<file path="src/rtl/bfs_pkg.sv">
// constants and types shared by the fault supervisor files
package bfs_pkg;
	// ****************************************
	// register map (byte addresses on apb)
	// ****************************************
	localparam logic [7:0] ADDR_STATUS = 8'h00; // sticky events, w1c
	localparam logic [7:0] ADDR_MASK = 8'h04; // interrupt enables
	localparam logic [7:0] ADDR_STATE = 8'h08; // live state, read only
	localparam logic [7:0] ADDR_CTRL = 8'h0c; // software control
	localparam int EV_W = 8; // event bits
	localparam logic [EV_W-1:0] MASK_RESET = 8'h00;
	localparam logic [EV_W-1:0] CTRL_RESET = 8'h00;
	// event bit positions
	localparam int EV_BIAS_UNDERVOLTAGE_LOCKOUT = 0;
	localparam int EV_OV = 1;
	localparam int EV_UV = 2;
	localparam int EV_OCL_POS = 3;
	localparam int EV_OCL_NEG = 4;
	localparam int EV_THERM = 5;
	localparam int EV_PG_RISE = 6;
	localparam int EV_PG_FALL = 7;
	// control bit positions
	localparam int CTRL_FORCE_OFF = 0;
	// state register field positions
	localparam int ST_LSB = 0; // 3-bit state code
	localparam int PG_BIT = 4;
	localparam int VID_LSB = 8; // 2-bit voltage id
	// ****************************************
	// timing
	// ****************************************
	localparam int CLK_MHZ = 125; // clock rate
	localparam int TICK_US = 1; // timer tick period in us
	localparam int TICK_CYC = CLK_MHZ * TICK_US;
	localparam int PG_DELAY_US = 3000; // 3 ms after regulation
	localparam int PG_PROP_US = 1000; // 1 ms rising propagation
	localparam int UV_DELAY_US = 8; // 8 us undervoltage latch delay
	localparam int TMR_W = 12; // timer width, holds 3000
	localparam int DIV_W = 7; // tick divider width
	// ****************************************
	// converter states
	// ****************************************
	typedef enum logic [2:0] {
		S_OFF,
		S_RUN,
		S_THERMAL,
		S_UV_LATCH,
		S_OV_LATCH,
		S_BIAS_UNDERVOLTAGE_LOCKOUT_LATCH
	} bfs_state_t;
endpackage

</file>
<file path="src/rtl/bfs_timer_if.sv">
// request and status pair between the supervisor and a delay timer
`timescale 1ns/100ps
interface bfs_timer_if;
	logic run; // count while high, clear when low
	logic done; // delay has elapsed since run rose
	modport ctl (output run, input done);
	modport tmr (input run, output done);
endinterface

</file>
<file path="src/rtl/bfs_delay_timer.sv">
// tick-driven delay timer used for power-good and undervoltage delays
`timescale 1ns/100ps
module bfs_delay_timer #(
	parameter logic [bfs_pkg::TMR_W-1:0] LIMIT = 12'h008
) (
	input wire logic clk,
	input wire logic reset_n,
	input wire logic tick,
	bfs_timer_if.tmr t
);
	logic [bfs_pkg::TMR_W-1:0] cnt_q; // elapsed ticks
	logic done_q;
	wire at_limit = (cnt_q >= LIMIT);
	assign t.done = done_q;
	// ****************************************
	// counting
	// ****************************************
	// ticks are 1 us from the main clock, so the figure does not
	// depend on the switching frequency in use
	always_ff @(posedge clk or negedge reset_n) begin
		if (!reset_n) begin
			cnt_q <= '0;
			done_q <= 1'b0;
		end else if (!t.run) begin // any drop restarts the delay
			cnt_q <= '0;
			done_q <= 1'b0;
		end else if (tick && !at_limit) begin
			cnt_q <= cnt_q + 1'b1;
		end else if (at_limit) begin
			done_q <= 1'b1;
		end
	end
endmodule

</file>
<file path="src/rtl/bfs_supervisor.sv">
// fault supervision and power-good sequencing for a buck converter
//
// The register addresses and the APB slave port were chosen for this implementation.
`timescale 1ns/100ps
module bfs_supervisor #(
	parameter logic [bfs_pkg::TMR_W-1:0] PG_DELAY = 12'(bfs_pkg::PG_DELAY_US),
	parameter logic [bfs_pkg::TMR_W-1:0] PG_PROP = 12'(bfs_pkg::PG_PROP_US)
) (
	input wire logic clk,
	input wire logic reset_n,
	// apb slave
	input wire logic psel,
	input wire logic penable,
	input wire logic pwrite,
	input wire logic [7:0] paddr,
	input wire logic [31:0] pwdata,
	output logic [31:0] prdata,
	output logic pready,
	output logic pslverr,
	output logic irq,
	// host pins and analog comparator results, all asynchronous
	input wire logic enable_in,
	input wire logic [1:0] voltage_id_code,
	input wire logic bias_supply_monitor_in, // above start threshold
	input wire logic bias_hold_ok_in, // above start minus hysteresis
	input wire logic bias_por_ok_in, // above power-on-reset level
	input wire logic output_in_reg_in, // output reached regulation
	input wire logic soft_start_done_in, // soft-start ramp finished
	input wire logic ref_slewing_in, // voltage-id ramp in progress
	input wire logic output_overvoltage_trip, // above 120% reference
	input wire logic output_undervoltage_trip, // below 70% reference
	input wire logic over_current_limit, // positive valley limit
	input wire logic neg_over_current_limit, // negative valley limit
	input wire logic over_temp_in, // die hot
	input wire logic temp_cooled_in, // cooled by hysteresis
	input wire logic on_pulse_req_in, // on-time generator request
	// power stage and open-drain power-good
	output logic high_side_on,
	output logic low_side_on,
	output logic phase_hiz,
	output logic power_good_out,
	output logic power_good_oe_n
);
	// ****************************************
	// input synchronisers
	// ****************************************
	localparam int NS = 15; // synchronised inputs
	logic [NS-1:0] raw;
	logic [NS-1:0] meta_q; // first stage, read only by sync_q
	logic [NS-1:0] sync_q;
	assign raw = {voltage_id_code, bias_supply_monitor_in,
		bias_hold_ok_in, bias_por_ok_in, output_in_reg_in,
		soft_start_done_in, ref_slewing_in, output_overvoltage_trip,
		output_undervoltage_trip, over_current_limit,
		neg_over_current_limit, over_temp_in, temp_cooled_in,
		on_pulse_req_in};
	// two flops per pin; comparator outputs are not clock related
	always_ff @(posedge clk or negedge reset_n) begin
		if (!reset_n) begin
			meta_q <= '0;
			sync_q <= '0;
		end else begin
			meta_q <= raw;
			sync_q <= meta_q;
		end
	end
	wire [1:0] vid_s = sync_q[14:13];
	wire bias_start_s = sync_q[12];
	wire bias_hold_s = sync_q[11];
	wire por_ok_s = sync_q[10];
	wire in_reg_s = sync_q[9];
	wire ss_done_s = sync_q[8];
	wire slewing_s = sync_q[7];
	wire ov_s = sync_q[6];
	wire uv_s = sync_q[5];
	wire ocl_s = sync_q[4];
	wire nocl_s = sync_q[3];
	wire hot_s = sync_q[2];
	wire cooled_s = sync_q[1];
	wire pulse_req_s = sync_q[0];
	logic en_meta_q; // first stage for the enable pin
	logic en_q;
	always_ff @(posedge clk or negedge reset_n) begin
		if (!reset_n) begin
			en_meta_q <= 1'b0;
			en_q <= 1'b0;
		end else begin
			en_meta_q <= enable_in;
			en_q <= en_meta_q;
		end
	end
	// ****************************************
	// microsecond tick
	// ****************************************
	logic [bfs_pkg::DIV_W-1:0] div_q;
	logic tick_q;
	wire div_wrap = (div_q == bfs_pkg::DIV_W'(bfs_pkg::TICK_CYC - 1));
	// one-cycle enable each microsecond feeds every delay timer
	always_ff @(posedge clk or negedge reset_n) begin
		if (!reset_n) begin
			div_q <= '0;
			tick_q <= 1'b0;
		end else begin
			div_q <= div_wrap ? '0 : div_q + 1'b1;
			tick_q <= div_wrap;
		end
	end
	// ****************************************
	// delay timers
	// ****************************************
	bfs_timer_if pg_dly_if ();
	bfs_timer_if pg_prop_if ();
	bfs_timer_if uv_dly_if ();
	bfs_delay_timer #(.LIMIT(PG_DELAY)) u_pg_dly (
		.clk(clk), .reset_n(reset_n), .tick(tick_q), .t(pg_dly_if));
	bfs_delay_timer #(.LIMIT(PG_PROP)) u_pg_prop (
		.clk(clk), .reset_n(reset_n), .tick(tick_q), .t(pg_prop_if));
	bfs_delay_timer #(.LIMIT(12'(bfs_pkg::UV_DELAY_US))) u_uv_dly (
		.clk(clk), .reset_n(reset_n), .tick(tick_q), .t(uv_dly_if));
	// ****************************************
	// registers
	// ****************************************
	logic [bfs_pkg::EV_W-1:0] status_q; // sticky events
	logic [bfs_pkg::EV_W-1:0] mask_q;
	logic [bfs_pkg::EV_W-1:0] ctrl_q;
	logic [bfs_pkg::EV_W-1:0] events; // one-cycle event pulses
	bfs_pkg::bfs_state_t state_q, state_d;
	logic pg_q;
	wire force_off = ctrl_q[bfs_pkg::CTRL_FORCE_OFF];
	// ****************************************
	// converter state machine
	// ****************************************
	wire run = (state_q == bfs_pkg::S_RUN);
	wire start_ok = en_q && bias_start_s && !hot_s && !force_off;
	wire lockout = !bias_hold_s;
	always_comb begin
		state_d = state_q;
		unique case (state_q)
			bfs_pkg::S_OFF: begin
				if (start_ok) begin
					state_d = bfs_pkg::S_RUN;
				end
			end
			bfs_pkg::S_RUN: begin
				if (lockout) begin
					state_d = bfs_pkg::S_BIAS_UNDERVOLTAGE_LOCKOUT_LATCH;
				end else if (ov_s) begin
					state_d = bfs_pkg::S_OV_LATCH;
				end else if (hot_s) begin
					state_d = bfs_pkg::S_THERMAL;
				end else if (!en_q || force_off) begin
					state_d = bfs_pkg::S_OFF;
				end else if (uv_dly_if.done) begin
					state_d = bfs_pkg::S_UV_LATCH;
				end
			end
			bfs_pkg::S_THERMAL: begin
				// restart goes through off so start checks apply again
				if (cooled_s && !hot_s) begin
					state_d = bfs_pkg::S_OFF;
				end
			end
			bfs_pkg::S_UV_LATCH: begin
				if (!en_q) begin
					state_d = bfs_pkg::S_OFF;
				end
			end
			// enable is ignored here; only a bias reset leaves
			bfs_pkg::S_OV_LATCH: state_d = state_q;
			bfs_pkg::S_BIAS_UNDERVOLTAGE_LOCKOUT_LATCH: state_d = state_q;
			default: state_d = bfs_pkg::S_OFF;
		endcase
		// bias dropping to the reset level resets all latches
		if (!por_ok_s) begin
			state_d = bfs_pkg::S_OFF;
		end
	end
	always_ff @(posedge clk or negedge reset_n) begin
		if (!reset_n) begin
			state_q <= bfs_pkg::S_OFF;
		end else begin
			state_q <= state_d;
		end
	end
	// ****************************************
	// undervoltage and power-good sequencing
	// ****************************************
	// undervoltage timer restarts whenever the output recovers
	assign uv_dly_if.run = run && uv_s;
	// regulation delay excludes the soft-start ramp
	assign pg_dly_if.run = run && in_reg_s && ss_done_s;
	assign pg_prop_if.run = pg_dly_if.run && pg_dly_if.done;
	// a ramping reference moves the window, so undervoltage is
	// blanked for power-good while slewing; overvoltage is not
	wire uv_fault = uv_s && !slewing_s;
	wire pg_drop = !en_q || lockout || ov_s || uv_fault || !run;
	wire pg_d = !pg_drop && (pg_q || pg_prop_if.done);
	// ****************************************
	// switch drive
	// ****************************************
	// the on-pulse is held off while the valley current is over the
	// limit and released when it drops, checked on every pulse
	wire hs_d = run && pulse_req_s && !ocl_s;
	// when sinking, the low side waits for the negative valley limit
	wire ls_d = run && !pulse_req_s && !nocl_s;
	// overvoltage protection keeps the low side on to pull down vout
	wire ovp_ls = (state_q == bfs_pkg::S_OV_LATCH);
	wire hiz_d = !(run || ovp_ls);
	logic hs_q, ls_q, hiz_q;
	always_ff @(posedge clk or negedge reset_n) begin
		if (!reset_n) begin
			hs_q <= 1'b0;
			ls_q <= 1'b0;
			hiz_q <= 1'b1;
			pg_q <= 1'b0;
		end else begin
			hs_q <= hs_d && !lockout;
			ls_q <= (ls_d || ovp_ls) && !lockout;
			hiz_q <= hiz_d || lockout;
			pg_q <= pg_d;
		end
	end
	assign high_side_on = hs_q;
	assign low_side_on = ls_q;
	assign phase_hiz = hiz_q;
	// open drain: line released (enable high) while power is good
	assign power_good_out = 1'b0;
	assign power_good_oe_n = pg_q;
	// ****************************************
	// events and interrupt
	// ****************************************
	logic ocl_prev_q, nocl_prev_q;
	always_ff @(posedge clk or negedge reset_n) begin
		if (!reset_n) begin
			ocl_prev_q <= 1'b0;
			nocl_prev_q <= 1'b0;
		end else begin
			ocl_prev_q <= ocl_s;
			nocl_prev_q <= nocl_s;
		end
	end
	wire entering = (state_d != state_q);
	assign events[bfs_pkg::EV_BIAS_UNDERVOLTAGE_LOCKOUT] = entering &&
		state_d == bfs_pkg::S_BIAS_UNDERVOLTAGE_LOCKOUT_LATCH;
	assign events[bfs_pkg::EV_OV] = entering &&
		state_d == bfs_pkg::S_OV_LATCH;
	assign events[bfs_pkg::EV_UV] = entering &&
		state_d == bfs_pkg::S_UV_LATCH;
	assign events[bfs_pkg::EV_OCL_POS] = ocl_s && !ocl_prev_q && run;
	assign events[bfs_pkg::EV_OCL_NEG] = nocl_s && !nocl_prev_q && run;
	assign events[bfs_pkg::EV_THERM] = entering &&
		state_d == bfs_pkg::S_THERMAL;
	assign events[bfs_pkg::EV_PG_RISE] = pg_d && !pg_q;
	assign events[bfs_pkg::EV_PG_FALL] = !pg_d && pg_q;
	// ****************************************
	// apb slave
	// ****************************************
	// setup cycle is decoded; access phase answers one cycle later
	wire setup = psel && !penable;
	wire access = psel && penable && pready;
	wire hit_status = (paddr == bfs_pkg::ADDR_STATUS);
	wire hit_mask = (paddr == bfs_pkg::ADDR_MASK);
	wire hit_state = (paddr == bfs_pkg::ADDR_STATE);
	wire hit_ctrl = (paddr == bfs_pkg::ADDR_CTRL);
	wire mapped = hit_status || hit_mask || hit_state || hit_ctrl;
	wire wr = access && pwrite && !pslverr;
	wire [bfs_pkg::EV_W-1:0] w1c = (wr && hit_status) ?
		pwdata[bfs_pkg::EV_W-1:0] : '0;
	wire [31:0] state_word = 32'(state_q) << bfs_pkg::ST_LSB |
		32'(pg_q) << bfs_pkg::PG_BIT | 32'(vid_s) << bfs_pkg::VID_LSB;
	wire [31:0] rd_mux = hit_status ? 32'(status_q) :
		hit_mask ? 32'(mask_q) :
		hit_ctrl ? 32'(ctrl_q) :
		hit_state ? state_word : 32'h0000_0000;
	logic [31:0] prdata_q;
	logic pready_q, pslverr_q, irq_q;
	always_ff @(posedge clk or negedge reset_n) begin
		if (!reset_n) begin
			prdata_q <= 32'h0000_0000;
			pready_q <= 1'b0;
			pslverr_q <= 1'b0;
		end else begin
			pready_q <= setup;
			pslverr_q <= setup && !mapped;
			prdata_q <= (setup && !pwrite) ? rd_mux : 32'h0000_0000;
		end
	end
	// a new event wins over a clear in the same cycle
	always_ff @(posedge clk or negedge reset_n) begin
		if (!reset_n) begin
			status_q <= '0;
			mask_q <= bfs_pkg::MASK_RESET;
			ctrl_q <= bfs_pkg::CTRL_RESET;
			irq_q <= 1'b0;
		end else begin
			status_q <= (status_q & ~w1c) | events;
			if (wr && hit_mask) begin
				mask_q <= pwdata[bfs_pkg::EV_W-1:0];
			end
			if (wr && hit_ctrl) begin
				ctrl_q <= pwdata[bfs_pkg::EV_W-1:0];
			end
			irq_q <= |(((status_q & ~w1c) | events) & mask_q);
		end
	end
	assign prdata = prdata_q;
	assign pready = pready_q;
	assign pslverr = pslverr_q;
	assign irq = irq_q;
endmodule

</file>
<file path="config.mk">
export PLATFORM = sky130hd
export DESIGN_NAME = bfs_supervisor
export DESIGN_NICKNAME = d
export VERILOG_FILES = /design/src/rtl/bfs_pkg.sv /design/src/rtl/bfs_timer_if.sv /design/src/rtl/bfs_delay_timer.sv /design/src/rtl/bfs_supervisor.sv
export SDC_FILE = /design/constraint.sdc
export NUM_CORES = 1
export LEC_CHECK = 0
export ABC_AREA = 1
export BUFFER_PORTS_ARGS = -buffer_cell sky130_fd_sc_hd__buf_2
export CORE_MARGIN = 3
export CORE_UTILIZATION = 39
export CTS_BUF_LIST = sky130_fd_sc_hd__clkbuf_4 sky130_fd_sc_hd__clkbuf_8 sky130_fd_sc_hd__clkbuf_16
export DETAILED_ROUTE_END_ITERATION = 10
export PLACE_DENSITY_LB_ADDON = 0.08
export SYNTH_ARGS = -nofsm -noshare
export SYNTH_HDL_FRONTEND = slang
export SYNTH_SLANG_ARGS = --single-unit
</file>
<file path="constraint.sdc">
create_clock -name clk -period 1.86 [get_ports clk]
set_input_delay 0.372 -clock clk [delete_from_list [all_inputs] [get_ports clk]]
set_output_delay 0.372 -clock clk [all_outputs]
set_load 0.03 [all_outputs]
</file>
==> load_flow_metrics.sql, run 1 <==
INSERT INTO impl_metrics (metric_group, metric, value, unit) VALUES
('outcome', 'status', 'finished, final reports clean', ''),
('grt', 'antenna_found_initial', '0', ''),
('clock_network', 'cts_buffer_depth', '2', ''),
('synthesis', 'synthesis.area', '0.005375', 'mm²'),
('cells_and_area', 'final_layout_size_suffix_gt1_share', '22.54', '%'),
('route', 'remaining_drc_errors', '0', ''),
('route', 'drt_first_iter_violations', '247', ''),
('pwr', 'seq_power_share', '43.4', '%'),
('timing', 'setup_tns', '0', 'ns'),
('worst_setup_path', 'critPathRequiredTime', '2.15', 'ns'),
('pwr', 'power.switching_fraction', '21.43', '%'),
('timing', 'setup_ws', '0.03497', 'ns'),
('worst_setup_path', 'critPathCaptureType', 'flop', ''),
('placed_design', 'dp_hpwl', '8087', 'µm'),
('route', 'detail_route.vias_per_cell', '4.564', ''),
('synthesis', 'ys_seq_elements', '125', ''),
('grt', 'grt_start_max_net_pins', '37', ''),
('pwr', 'power.net_switching', '1.379', 'mW'),
('timing', 'fmax', '0.5479', 'GHz'),
('synthesis', 'synth_flop_cell', 'sky130_fd_sc_hd__dfrtp_1', ''),
('cells_and_area', 'layout_commonest_cell', 'sky130_fd_sc_hd__dfrtp_1', ''),
('pwr', 'p_leak', '3.296', 'nW'),
('die', 'design.core.area', '0.01335', 'mm²'),
('grt', 'globalRoute.totalOverflow', '0', ''),
('pwr', 'total_power', '6.432', 'mW'),
('timing', 'timing_max_transition_violations_final', '0', ''),
('pwr', 'pwr-share-comb', '4.6', '%'),
('route', 'detailedRoute.firstPassIterationCount', '4', ''),
('die', 'top_level_pins', '101', ''),
('route', 'vias', '4044', ''),
('clock_network', 'cts_tree', 'done', ''),
('timing', 'rsz0062_at_grt', 'true', ''),
('clock_network', 'cts.reportedPaths.clkPinSlew', '0.05', 'ns'),
('clock_network', 'numClockSinks', '125', ''),
('die', 'height_of_the_die', '123.4', 'µm'),
('route', 'wire_per_inst', '12.59', 'µm'),
('cells_and_area', 'multi_input_area', '0.001864', 'mm²'),
('clock_network', 'clk_latency', '0.41', 'ns'),
('timing', 'timing.final.setup_violations', '0', ''),
('cells_and_area', 'final_cell_mix', 'sky130_fd_sc_hd__dfrtp_1, sky130_fd_sc_hd__nand2_1, sky130_fd_sc_hd__inv_1, sky130_fd_sc_hd__nor2_1, sky130_fd_sc_hd__buf_2', ''),
('synthesis', 'syn_inst', '591', ''),
('pwr', 'power_density', '947.7', 'mW/mm²'),
('synthesis', 'asyncSetResetFlopFracSynth', '100.0', '%'),
('timing', 'hold_viol_final', '0', ''),
('synthesis', 'synth_warnings', '0', ''),
('cells_and_area', 'regArea', '0.003132', 'mm²'),
('pwr', 'cell_internal_pwr', '5.053', 'mW'),
('cells_and_area', 'utilization', '50.84', '%'),
('die', 'initial_utilization', '40.27', '%'),
('pwr', 'pwr-share-clk', '52.0', '%'),
('synthesis', 'syn_avg_cell_area', '9.095', 'µm²'),
('timing', 'finalClockSkew', '0.003452', 'ns'),
('clock_network', 'cts-htree-levels', '4', ''),
('cells_and_area', 'nNetsFinal', '766', ''),
('worst_setup_path', 'critical_path.startpoint_type', 'flop', ''),
('timing', 'period_utilization', '98.12', '%'),
('die', 'die_area', '0.01523', 'mm²'),
('clock_network', 'total_cts_buffers', '17', ''),
('placed_design', 'port_buffers', '53', ''),
('worst_setup_path', 'criticalPathCategory', 'reg2reg', ''),
('grt', 'first_global_vias', '3980', ''),
('cells_and_area', 'num_antenna_cells', '0', ''),
('worst_setup_path', 'timing.critical_path.arrival', '2.12', 'ns'),
('grt', 'track_usage', '15.80', '%'),
('route', 'postRouteAntennaNets', '0', ''),
('timing', 'final_period_minus_worst_setup_slack', '1.825', 'ns'),
('min_path', 'hp-class', 'in2reg', ''),
('synthesis', 'seq_area_frac_synth', '58.22', '%'),
('job', 'cap_viol_max_count', '0', ''),
('placed_design', 'finalWeightedCongestion', '0.8137', ''),
('die', 'die_w', '123.4', 'µm'),
('synthesis', 'synth-edff-count', '0', ''),
('grt', 'first_pass_grt_wire_length', '18570', 'µm'),
('cells_and_area', 'areaGrowthSynthToFinish', '26.26', '%'),
('cells_and_area', 'number_of_fill_cells_in_the_layout', '1264', ''),
('die', 'std_cell_rows', '42', ''),
('worst_setup_path', 'critical_path.max_fanout', '6', ''),
('clock_network', 'cts_root_buf', 'sky130_fd_sc_hd__clkbuf_16', ''),
('pwr', 'ir_drop', '0.6160', 'mV'),
('route', 'route.final.wire_length', '11160', 'µm'),
('synthesis', 'number_of_distinct_standard_cells_referenced_by_the_synthesized_netlist', '33', ''),
('placed_design', 'dp_slack', '-0.06932', 'ns');
==> metrics by stage <==
| step | cell area, µm² | hold slack, ns | std cells |
|---|---|---|---|
| finish | 6787 | 0.06374 | 886 |
| global route | 6787 | 0.04671 | 886 |
| CTS | 6625 | 0.04826 | 877 |
| detailed placement | 6007 | 0.3347 | 844 |
| global placement | 6007 | 0.3336 | 844 |
| floorplan | 5458 | 0.07641 | 613 |
==> registers in the layout (all words and copies together) (netlist names), 3 cells and up <==
register         cells
state_q              3
div_q                7
mask_q               8
ctrl_q               8
u_pg_dly.cnt_q      12
status_q             8
sync_q              15
u_uv_dly.cnt_q      12
prdata              10
meta_q              15
u_pg_prop.cnt_q     12
==> path summary, 6_finish.rpt <==
check	startpoint	endpoint	slack, ns	cells past startpoint
max	state_q[0]	irq	0.03	15
min	over_temp_in	meta_q[2]	0.06	1
max reg2reg	state_q[0]	irq	0.03	15
min reg2reg	meta_q[5]	sync_q[5]	0.35	0
max in group asynchronous	reset_n	phase_hiz	0.83	3
min in group asynchronous	reset_n	ctrl_q[2]	0.44	2
==> power by group through the flow <==
stage | registers (mW) | clock network [mW] | logic (mW)
2_1_floorplan | 2.84 | 0 | 0.162
3_3_place_gp | 2.84 | 0 | 0.279
3_5_place_dp | 2.84 | 0 | 0.282
4_1_cts | 2.79 | 3.42 | 0.285
5_1_grt | 2.80 | 3.55 | 0.334
6_report | 2.79 | 3.34 | 0.296
==> critical path: stages, from the launching register on <==
cell	delay (ns)
sky130_fd_sc_hd__dfrtp_2	0.47
sky130_fd_sc_hd__inv_4	0.06
sky130_fd_sc_hd__nand3_1	0.08
sky130_fd_sc_hd__nor2_1	0.04
sky130_fd_sc_hd__nor2_1	0.13
sky130_fd_sc_hd__nand2_2	0.09
sky130_fd_sc_hd__nand2_2	0.09
sky130_fd_sc_hd__nand2_1	0.06
sky130_fd_sc_hd__nand2_1	0.08
sky130_fd_sc_hd__nand3_2	0.11
sky130_fd_sc_hd__nand2_2	0.10
sky130_fd_sc_hd__nand2_2	0.05
sky130_fd_sc_hd__nand2_1	0.06
sky130_fd_sc_hd__nand2_1	0.06
sky130_fd_sc_hd__nor2_1	0.13
sky130_fd_sc_hd__nand2_1	0.08
==> cells in the mapped netlist, drive strengths merged (6+ instances only) <==
cell | n | share of area, %
ha | 8 | 1.9
o211ai | 6 | 0.84
buf | 25 | 3.4
nand3 | 27 | 2.8
o21ai | 50 | 4.7
dfrtp | 124 | 58
nand2 | 114 | 8.3
nand4 | 7 | 0.81
nor3 | 18 | 1.8
nor4 | 6 | 0.70
a21oi | 20 | 1.9
nor2 | 70 | 5.4
inv | 94 | 6.6
==> layout make-up <==
| cell class | instances | area share, % |
|---|---|---|
| Clock buffer | 20 | 6.877 |
| Clock inverter | 12 | 2.083 |
| Inverter | 96 | 5.383 |
| Multi-Input combinational cell | 366 | 27.47 |
| Sequential cell | 125 | 46.15 |
| Tap cell | 176 | 3.245 |
| Timing Repair Buffer | 91 | 8.794 |
==> logic make-up (layout without fill, tap and decap cells) <==
| family | count (synthesis) | in the layout | synth area share, % |
|---|---|---|---|
| AOI/OAI and AO/OA | 88 | 88 | 9.195 |
| DFF | 125 | 125 | 58.22 |
| xor gates and xnor gates | 3 | 3 | 0.4889 |
| adders and majority gates | 8 | 8 | 1.862 |
| other | 1 | 23 | 0.06977 |
| and+or+nand+nor | 244 | 244 | 20.00 |
| buffers and inverters | 122 | 219 | 10.17 |
==> per-layer routing <==
metal	track usage, %	vias up	wire [µm]
li1	-	2053	-
met1	20.09	1890	5023
met2	25.11	87	5389
met3	4.803	14	576
met4	6.644	0	165
met5	0	-	0
==> what timing repair did <==
| item | in CTS | in global routing |
|---|---|---|
| hold buffers | 1 | 0 |
| gates resized for setup | 0 | 29 |
| endpoints found under the setup margin | 0 | 7 |
| buffers inserted | 0 | 9 |
| hold endpoints to repair | 24 | 0 |
(Power assumes the default switching activity.)
==> inputs of run 2 (changes only) <==
--- a/config.mk
+++ b/config.mk
@@ -12,6 +12,7 @@
 export CTS_BUF_LIST = sky130_fd_sc_hd__clkbuf_4 sky130_fd_sc_hd__clkbuf_8 sky130_fd_sc_hd__clkbuf_16
 export DETAILED_ROUTE_END_ITERATION = 10
 export PLACE_DENSITY_LB_ADDON = 0.08
+export RECOVER_POWER = 50
 export SYNTH_ARGS = -nofsm -noshare
 export SYNTH_HDL_FRONTEND = slang
 export SYNTH_SLANG_ARGS = --single-unit
==> load_flow_metrics.sql, run 2 (same netlist as run 1, synthesis figures left out) <==
INSERT INTO impl_metrics (metric_group, metric, value, unit) VALUES
('outcome', 'status', 'finished, final reports clean', ''),
('worst_setup_path', 'critPathRequiredTime', '2.15', 'ns'),
('clock_network', 'cts_root_buf', 'sky130_fd_sc_hd__clkbuf_16', ''),
('grt', 'antenna_found_initial', '0', ''),
('cells_and_area', 'multi_input_area', '0.001864', 'mm²'),
('clock_network', 'numClockSinks', '125', ''),
('timing', 'rsz0062_at_grt', 'true', ''),
('pwr', 'ir_drop', '0.6160', 'mV'),
('pwr', 'p_leak', '3.278', 'nW'),
('route', 'detailedRoute.firstPassIterationCount', '4', ''),
('clock_network', 'clk_latency', '0.41', 'ns'),
('clock_network', 'total_cts_buffers', '17', ''),
('timing', 'timing.final.setup_violations', '0', ''),
('cells_and_area', 'largest_registers', 'meta_q x15, sync_q x15', ''),
('worst_setup_path', 'worst_r2r_startpoint', 'state_q[0]', ''),
('grt', 'global_route.usage.met1', '20.09', '%'),
('cells_and_area', 'nNetsFinal', '766', ''),
('die', 'die_w', '123.4', 'µm'),
('die', 'height_of_the_die', '123.4', 'µm'),
('die', 'std_cell_rows', '42', ''),
('min_path', 'hp-class', 'in2reg', ''),
('route', 'route.final.wire_length', '11130', 'µm'),
('cells_and_area', 'final_layout_size_suffix_gt1_share', '22.39', '%'),
('die', 'die_area', '0.01523', 'mm²'),
('timing', 'max_slew.worst_pin.slew', '0.7012', 'ns'),
('timing', 'final_period_minus_worst_setup_slack', '1.826', 'ns'),
('worst_setup_path', 'critPathCaptureType', 'flop', ''),
('min_path', 'min_from', 'over_temp_in', ''),
('cells_and_area', 'utilization', '50.53', '%'),
('placed_design', 'dp_hpwl', '8087', 'µm'),
('route', 'vias', '4049', ''),
('timing', 'period_utilization', '98.15', '%'),
('grt', 'grt_util_met3', '4.803', '%'),
('route', 'detail_route.vias_per_cell', '4.570', ''),
('grt', 'first_pass_grt_wire_length', '18570', 'µm'),
('route', 'wire_per_inst', '12.56', 'µm'),
('grt', 'global_route.usage.met2', '25.11', '%'),
('grt', 'first_global_vias', '3980', ''),
('die', 'top_level_pins', '101', ''),
('clock_network', 'cts.reportedPaths.clkPinSlew', '0.05', 'ns'),
('worst_setup_path', 'criticalPathCategory', 'reg2reg', ''),
('grt', 'grt_busiest_layer', 'met2', ''),
('job', 'cap_viol_max_count', '0', ''),
('clock_network', 'cts_tree', 'done', ''),
('cells_and_area', 'number_of_fill_cells_in_the_layout', '1267', ''),
('pwr', 'power_density', '951.7', 'mW/mm²'),
('worst_setup_path', 'crit_path_start', 'state_q[0]', ''),
('clock_network', 'cts-htree-levels', '4', ''),
('placed_design', 'post_dp_cell_area', '0.006007', 'mm²'),
('route', 'drt_first_iter_violations', '248', ''),
('cells_and_area', 'num_antenna_cells', '0', ''),
('timing', 'timing_max_transition_violations_final', '0', ''),
('grt', 'track_usage', '15.80', '%'),
('pwr', 'pwr-share-comb', '4.4', '%'),
('worst_setup_path', 'critical_path.max_fanout', '6', ''),
('pwr', 'power.net_switching', '1.376', 'mW'),
('timing', 'hold_viol_final', '0', ''),
('worst_setup_path', 'critical_path.startpoint_type', 'flop', ''),
('cells_and_area', 'regArea', '0.003132', 'mm²'),
('worst_setup_path', 'timing.critical_path.arrival', '2.12', 'ns'),
('placed_design', 'port_buffers', '53', ''),
('route', 'postRouteAntennaNets', '0', ''),
('grt', 'grt_start_max_net_pins', '37', ''),
('grt', 'globalRoute.totalOverflow', '0', ''),
('cells_and_area', 'final_cell_mix', 'sky130_fd_sc_hd__dfrtp_1, sky130_fd_sc_hd__nand2_1, sky130_fd_sc_hd__inv_1, sky130_fd_sc_hd__nor2_1, sky130_fd_sc_hd__buf_2', ''),
('route', 'remaining_drc_errors', '0', ''),
('timing', 'worst_slew_margin_rel', '53.25', '%'),
('die', 'initial_utilization', '40.27', '%'),
('pwr', 'power.switching_fraction', '21.44', '%'),
('placed_design', 'finalWeightedCongestion', '0.8137', ''),
('cells_and_area', 'areaGrowthSynthToFinish', '25.49', '%'),
('timing', 'fmax', '0.5478', 'GHz'),
('clock_network', 'cts_buffer_depth', '2', ''),
('pwr', 'pwr-share-clk', '52.0', '%'),
('die', 'design.core.area', '0.01335', 'mm²'),
('cells_and_area', 'post-route-cell-area', '0.006745', 'mm²'),
('cells_and_area', 'layout_commonest_cell', 'sky130_fd_sc_hd__dfrtp_1', ''),
('timing', 'finalClockSkew', '0.003513', 'ns'),
('pwr', 'cell_internal_pwr', '5.043', 'mW'),
('pwr', 'seq_power_share', '43.5', '%');
## run 2: cell count changes in the layout (fill, tap and decap cells not counted), sizes merged
cell | before | now
buf | 90 | 85
clkbuf | 20 | 25
## run 2: power by group through the flow
stage | combinational (mW) | clock, mW | sequential [mW]
after floorplan | 0.162 | 0 | 2.84
after global placement | 0.279 | 0 | 2.84
after detailed placement | 0.282 | 0 | 2.84
after CTS | 0.285 | 3.42 | 2.79
after global routing | 0.321 | 3.55 | 2.80
final | 0.284 | 3.34 | 2.79
## run 2: area by class of cell
| class | count | share of cell area, % |
|---|---|---|
| Clock buffer | 20 | 6.919 |
| Clock inverter | 12 | 2.096 |
| Inverter | 96 | 5.416 |
| Multi-Input combinational cell | 366 | 27.64 |
| Sequential cell | 125 | 46.43 |
| Tap cell | 176 | 3.265 |
| Timing Repair Buffer | 91 | 8.236 |
## run 2: timing repair
action                                  in CTS  in global routing
hold buffers                                 1                  0
endpoints found under the hold margin       24                  0
resized for setup                            0                 29
endpoints found under the setup margin       0                  7
setup buffers                                0                  9
## run 2: worst paths after layout
path	endpoint	slack, ns	cells after the start
worst max-delay path	irq	0.03	15
worst min-delay path	meta_q[2]	0.06	1
worst max register to register	irq	0.03	15
worst min register to register	sync_q[5]	0.35	0
max in group asynchronous	state_q[0]	0.29	3
min in group asynchronous	ctrl_q[2]	0.54	2
## run 2: stage by stage
step	TNS (ns)	std cells	power (mW)	hold WS [ns]	worst slack, ns
2_1_floorplan	0	613	3.004	0.07641	0.2726
3_3_place_gp	-0.02809	844	3.116	0.3336	-0.02809
3_5_place_dp	-0.06932	844	3.121	0.3347	-0.06932
4_1_cts	0	877	6.495	0.04826	0.005548
5_1_grt	-0.1461	886	6.669	0.04671	-0.1182
6_report	0	886	6.419	0.06374	0.03437
## run 2: critical path, stage by stage, from the launching register on
cell and delay [ns]:
sky130_fd_sc_hd__dfrtp_2 0.47, sky130_fd_sc_hd__inv_4 0.06, sky130_fd_sc_hd__nand3_1 0.08, sky130_fd_sc_hd__nor2_1 0.04, sky130_fd_sc_hd__nor2_1 0.13, sky130_fd_sc_hd__nand2_2 0.09, sky130_fd_sc_hd__nand2_2 0.09, sky130_fd_sc_hd__nand2_1 0.06
sky130_fd_sc_hd__nand2_1 0.08, sky130_fd_sc_hd__nand3_2 0.11, sky130_fd_sc_hd__nand2_2 0.10, sky130_fd_sc_hd__nand2_2 0.05, sky130_fd_sc_hd__nand2_1 0.06, sky130_fd_sc_hd__nand2_1 0.06, sky130_fd_sc_hd__nor2_1 0.13, sky130_fd_sc_hd__nand2_1 0.08
## run 2: routing by layer
metal  vias to the layer above  share of wire, %
met1                      1897                45
met4                         0               1.5
li1                       2053                 -
met3                        14               4.9
met5                         -                 0
met2                        85                48
==> inputs of run 3 (changes only) <==
--- a/config.mk
+++ b/config.mk
@@ -11,8 +11,10 @@
 export CORE_UTILIZATION = 39
 export CTS_BUF_LIST = sky130_fd_sc_hd__clkbuf_4 sky130_fd_sc_hd__clkbuf_8 sky130_fd_sc_hd__clkbuf_16
 export DETAILED_ROUTE_END_ITERATION = 10
+export GPL_ROUTABILITY_DRIVEN = 0
 export PLACE_DENSITY_LB_ADDON = 0.08
 export RECOVER_POWER = 50
 export SYNTH_ARGS = -nofsm -noshare
 export SYNTH_HDL_FRONTEND = slang
+export SYNTH_HIERARCHICAL = 1
 export SYNTH_SLANG_ARGS = --single-unit
==> constraint.sdc (replaced) <==
create_clock -name clk -period 2.4 [get_ports clk]
set_input_delay 0.48 -clock clk [delete_from_list [all_inputs] [get_ports clk]]
set_output_delay 0.48 -clock clk [all_outputs]
set_load 0.03 [all_outputs]
==> load_flow_metrics.sql, run 3 <==
INSERT INTO impl_metrics (metric_group, metric, value, unit) VALUES
('synthesis', 'post-synth-top-area-cell', 'sky130_fd_sc_hd__dfrtp_1', ''),
('grt', 'grt_start_max_net_pins', '48', ''),
('timing', 'rsz0062_at_grt', 'false', ''),
('pwr', 'p_leak', '3.595', 'nW'),
('route', 'remaining_drc_errors', '0', ''),
('synthesis', 'yosys-top-cells-count', 'sky130_fd_sc_hd__nand2_1, sky130_fd_sc_hd__dfrtp_1, sky130_fd_sc_hd__inv_1', ''),
('worst_setup_path', 'critical_path.startpoint_type', 'flop', ''),
('placed_design', 'port_buffers', '53', ''),
('timing', 'fmax', '0.4913', 'GHz'),
('worst_setup_path', 'criticalPathCategory', 'reg2reg', ''),
('timing', 'setup_tns', '0', 'ns'),
('synthesis', 'syn_avg_cell_area', '8.631', 'µm²'),
('worst_setup_path', 'kind_of_cell_adding_the_most_delay_to_the_critical_path', 'simple AND/OR/NAND/NOR gates', ''),
('cells_and_area', 'final-instance-count-excl-fill', '949', ''),
('worst_setup_path', 'critical_path.n_buffers_inverters', '0', ''),
('synthesis', 'synth_warnings', '6', ''),
('worst_setup_path', 'crit_path_start', 'state_q[0]', ''),
('synthesis', 'ys_seq_elements', '125', ''),
('clock_network', 'total_cts_buffers', '17', ''),
('grt', 'first_pass_grt_wire_length', '20290', 'µm'),
('worst_setup_path', 'reg2reg_setup_slack', '0.36', 'ns'),
('pwr', 'power_density', '694.4', 'mW/mm²'),
('synthesis', 'seq_area_frac_synth', '52.93', '%'),
('timing', 'worst_slew_margin_rel', '24.49', '%'),
('timing', 'holdWs', '0.1717', 'ns'),
('worst_setup_path', 'cp_slowest_stage_delay', '0.58', 'ns'),
('timing', 'finalClockSkew', '0.006122', 'ns'),
('timing', 'period_utilization', '84.80', '%'),
('outcome', 'status', 'finished, final reports clean', ''),
('synthesis', 'synth-edff-count', '0', ''),
('clock_network', 'cts.reportedPaths.clkPinSlew', '0.05', 'ns'),
('die', 'top_level_pins', '101', ''),
('route', 'vias', '4428', ''),
('clock_network', 'cts_tree', 'done', ''),
('clock_network', 'post_cts.resized_instances', '0', ''),
('clock_network', 'cts_root_buf', 'sky130_fd_sc_hd__clkbuf_16', ''),
('cells_and_area', 'final_cell_mix', 'sky130_fd_sc_hd__nand2_1, sky130_fd_sc_hd__dfrtp_1, sky130_fd_sc_hd__inv_1, sky130_fd_sc_hd__nor2_1, sky130_fd_sc_hd__buf_2', ''),
('cells_and_area', 'areaGrowthSynthToFinish', '16.21', '%'),
('timing', 'final_period_minus_worst_setup_slack', '2.035', 'ns'),
('die', 'std_cell_rows', '44', ''),
('synthesis', 'syn_inst', '685', ''),
('clock_network', 'cts_setup_buffers', '0', ''),
('worst_setup_path', 'critical_path.max_fanout', '8', ''),
('cells_and_area', 'nNetsFinal', '822', ''),
('synthesis', 'synth_flop_cell', 'sky130_fd_sc_hd__dfrtp_1', ''),
('cells_and_area', 'largest_registers', 'meta_q x15, sync_q x15', ''),
('route', 'detailedRoute.firstPassIterationCount', '5', ''),
('synthesis', 'most_frequent_cell_after_synthesis', 'sky130_fd_sc_hd__nand2_1', ''),
('pwr', 'total_power', '4.771', 'mW'),
('synthesis', 'asyncSetResetFlopFracSynth', '100.0', '%'),
('synthesis', 'synthesis.area', '0.005912', 'mm²'),
('job', 'cap_viol_max_count', '0', ''),
('worst_setup_path', 'critPathRequiredTime', '2.70', 'ns'),
('clock_network', 'cts-htree-levels', '4', ''),
('timing', 'timing_max_transition_violations_final', '0', ''),
('min_path', 'min_from', 'ref_slewing_in', ''),
('route', 'route.final.wire_length', '11870', 'µm'),
('synthesis', 'synthTopCellsByArea', 'sky130_fd_sc_hd__dfrtp_1, sky130_fd_sc_hd__nand2_1, sky130_fd_sc_hd__inv_1, sky130_fd_sc_hd__nand3_1, sky130_fd_sc_hd__nor2_1', ''),
('grt', 'antenna_found_initial', '0', ''),
('grt', 'first_global_vias', '4252', ''),
('cells_and_area', 'final_layout_size_suffix_gt1_share', '18.95', '%'),
('die', 'die_area', '0.01667', 'mm²'),
('worst_setup_path', 'worst_r2r_startpoint', 'state_q[0]', ''),
('cells_and_area', 'num_antenna_cells', '0', ''),
('die', 'design.core.area', '0.01470', 'mm²'),
('worst_setup_path', 'critPathCaptureType', 'flop', ''),
('cells_and_area', 'layout_commonest_cell', 'sky130_fd_sc_hd__nand2_1', ''),
('grt', 'track_usage', '15.34', '%'),
('die', 'initial_utilization', '40.22', '%'),
('die', 'die_w', '129.1', 'µm'),
('pwr', 'ir_drop', '0.4887', 'mV'),
('clock_network', 'post_cts_hold_buffer_count', '1', ''),
('worst_setup_path', 'cpMaxStageDelayCell', 'sky130_fd_sc_hd__dfrtp_1', ''),
('route', 'drt_first_iter_violations', '336', ''),
('synthesis', 'number_of_distinct_standard_cells_referenced_by_the_synthesized_netlist', '39', ''),
('timing', 'hold_viol_final', '0', ''),
('worst_setup_path', 'crit_path_cell_trace', 'nand3_4, nor2_1, nand2_2, nand2_2, nand3_1, nand2_1, nand3_2, nand2_2, nand2_2, nand2_2, nand2_2, nor2_2, nand2_1', ''),
('clock_network', 'numClockSinks', '125', ''),
('cells_and_area', 'number_of_fill_cells_in_the_layout', '1466', ''),
('min_path', 'hp-class', 'in2reg', ''),
('clock_network', 'clk_latency', '0.41', 'ns'),
('synthesis', 'synth_top_area_share', '52.49', '%'),
('route', 'wire_per_inst', '12.51', 'µm'),
('worst_setup_path', 'critPathMostFrequentCell', 'sky130_fd_sc_hd__nand2_2', ''),
('die', 'height_of_the_die', '129.1', 'µm'),
('timing', 'timing.final.setup_violations', '0', ''),
('route', 'postRouteAntennaNets', '0', ''),
('placed_design', 'place_inst', '917', ''),
('placed_design', 'dp_hpwl', '8525', 'µm'),
('grt', 'globalRoute.totalOverflow', '0', ''),
('clock_network', 'cts_buffer_depth', '2', ''),
('route', 'detail_route.vias_per_cell', '4.666', ''),
('timing', 'max_slew.worst_pin.slew', '1.133', 'ns'),
('worst_setup_path', 'timing.critical_path.arrival', '2.33', 'ns');
==> run 3: cell count changes after synthesis, moves of 8 or more <==
cell and delta:
sky130_fd_sc_hd__nand3_1 +23, sky130_fd_sc_hd__a21oi_1 -10, sky130_fd_sc_hd__nor3_1 -14, sky130_fd_sc_hd__nand2_1 +73, sky130_fd_sc_hd__o21ai_0 -22, sky130_fd_sc_hd__nand2_2 +9, sky130_fd_sc_hd__inv_2 +8
==> run 3: final timing paths <==
| path | end | depth (start not counted) |
|---|---|---|
| setup / recovery | irq | 13 |
| hold / removal | meta_q[7] | 1 |
| setup reg to reg | irq | 13 |
| hold reg to reg | sync_q[1] | 0 |
| max in group asynchronous | u_uv_dly/cnt_q[8] | 3 |
| min in group asynchronous | mask_q[1] | 2 |
==> run 3: per-layer routing <==
metal  global-route usage (%)  vias to the layer above  share of wire, %
met5                        0                        -                 0
met4                    6.238                        0               1.8
met3                    4.040                       18               4.3
met2                    23.32                      102                44
met1                    20.97                     2072                50
li1                         -                     2236                 -
==> run 3: kinds of logic (layout without fill, tap and decap cells) <==
kind of cell | Yosys count | after routing | synth area share (%)
other | 1 | 23 | 0.06343
adder cells (fa/ha/maj) | 8 | 8 | 1.693
XOR/XNOR | 13 | 13 | 1.926
AO/OA/AOI/OAI | 55 | 55 | 5.481
multiplexers | 2 | 2 | 0.3386
AND/OR/NAND/NOR | 350 | 350 | 27.37
flip-flops | 125 | 125 | 52.93
buffers and inverters | 131 | 189 | 10.20
==> run 3: stage by stage <==
stage,area (µm²),worst slack (ns),util (%)
2_1_floorplan,5995,0.7462,-
3_3_place_gp,6331,0.4189,43.07
3_5_place_dp,6331,0.3906,43.07
4_1_cts,6892,0.4562,46.88
5_1_grt,6870,0.1829,46.74
6_report,6870,0.3648,46.74
==> run 3: power breakdown <==
part	total, mW	switching [mW]	leakage, nW	internal, mW
registers	2.17	0.0208	1.61	2.15
clock network	2.39	0.889	0.280	1.50
logic	0.211	0.160	1.71	0.0509
total	4.77	1.07	3.60	3.70
==> run 3: area by class of cell <==
type | count | area, µm² | share of cell area [%]
clock inverter | 8 | 67.56 | 0.9834
timing repair buffer | 63 | 354.1 | 5.154
tap | 184 | 230.2 | 3.351
sequential | 125 | 3129 | 45.55
multi-input combinational | 451 | 2250 | 32.74
clock buffer | 23 | 483.0 | 7.030
inverter | 95 | 356.6 | 5.190
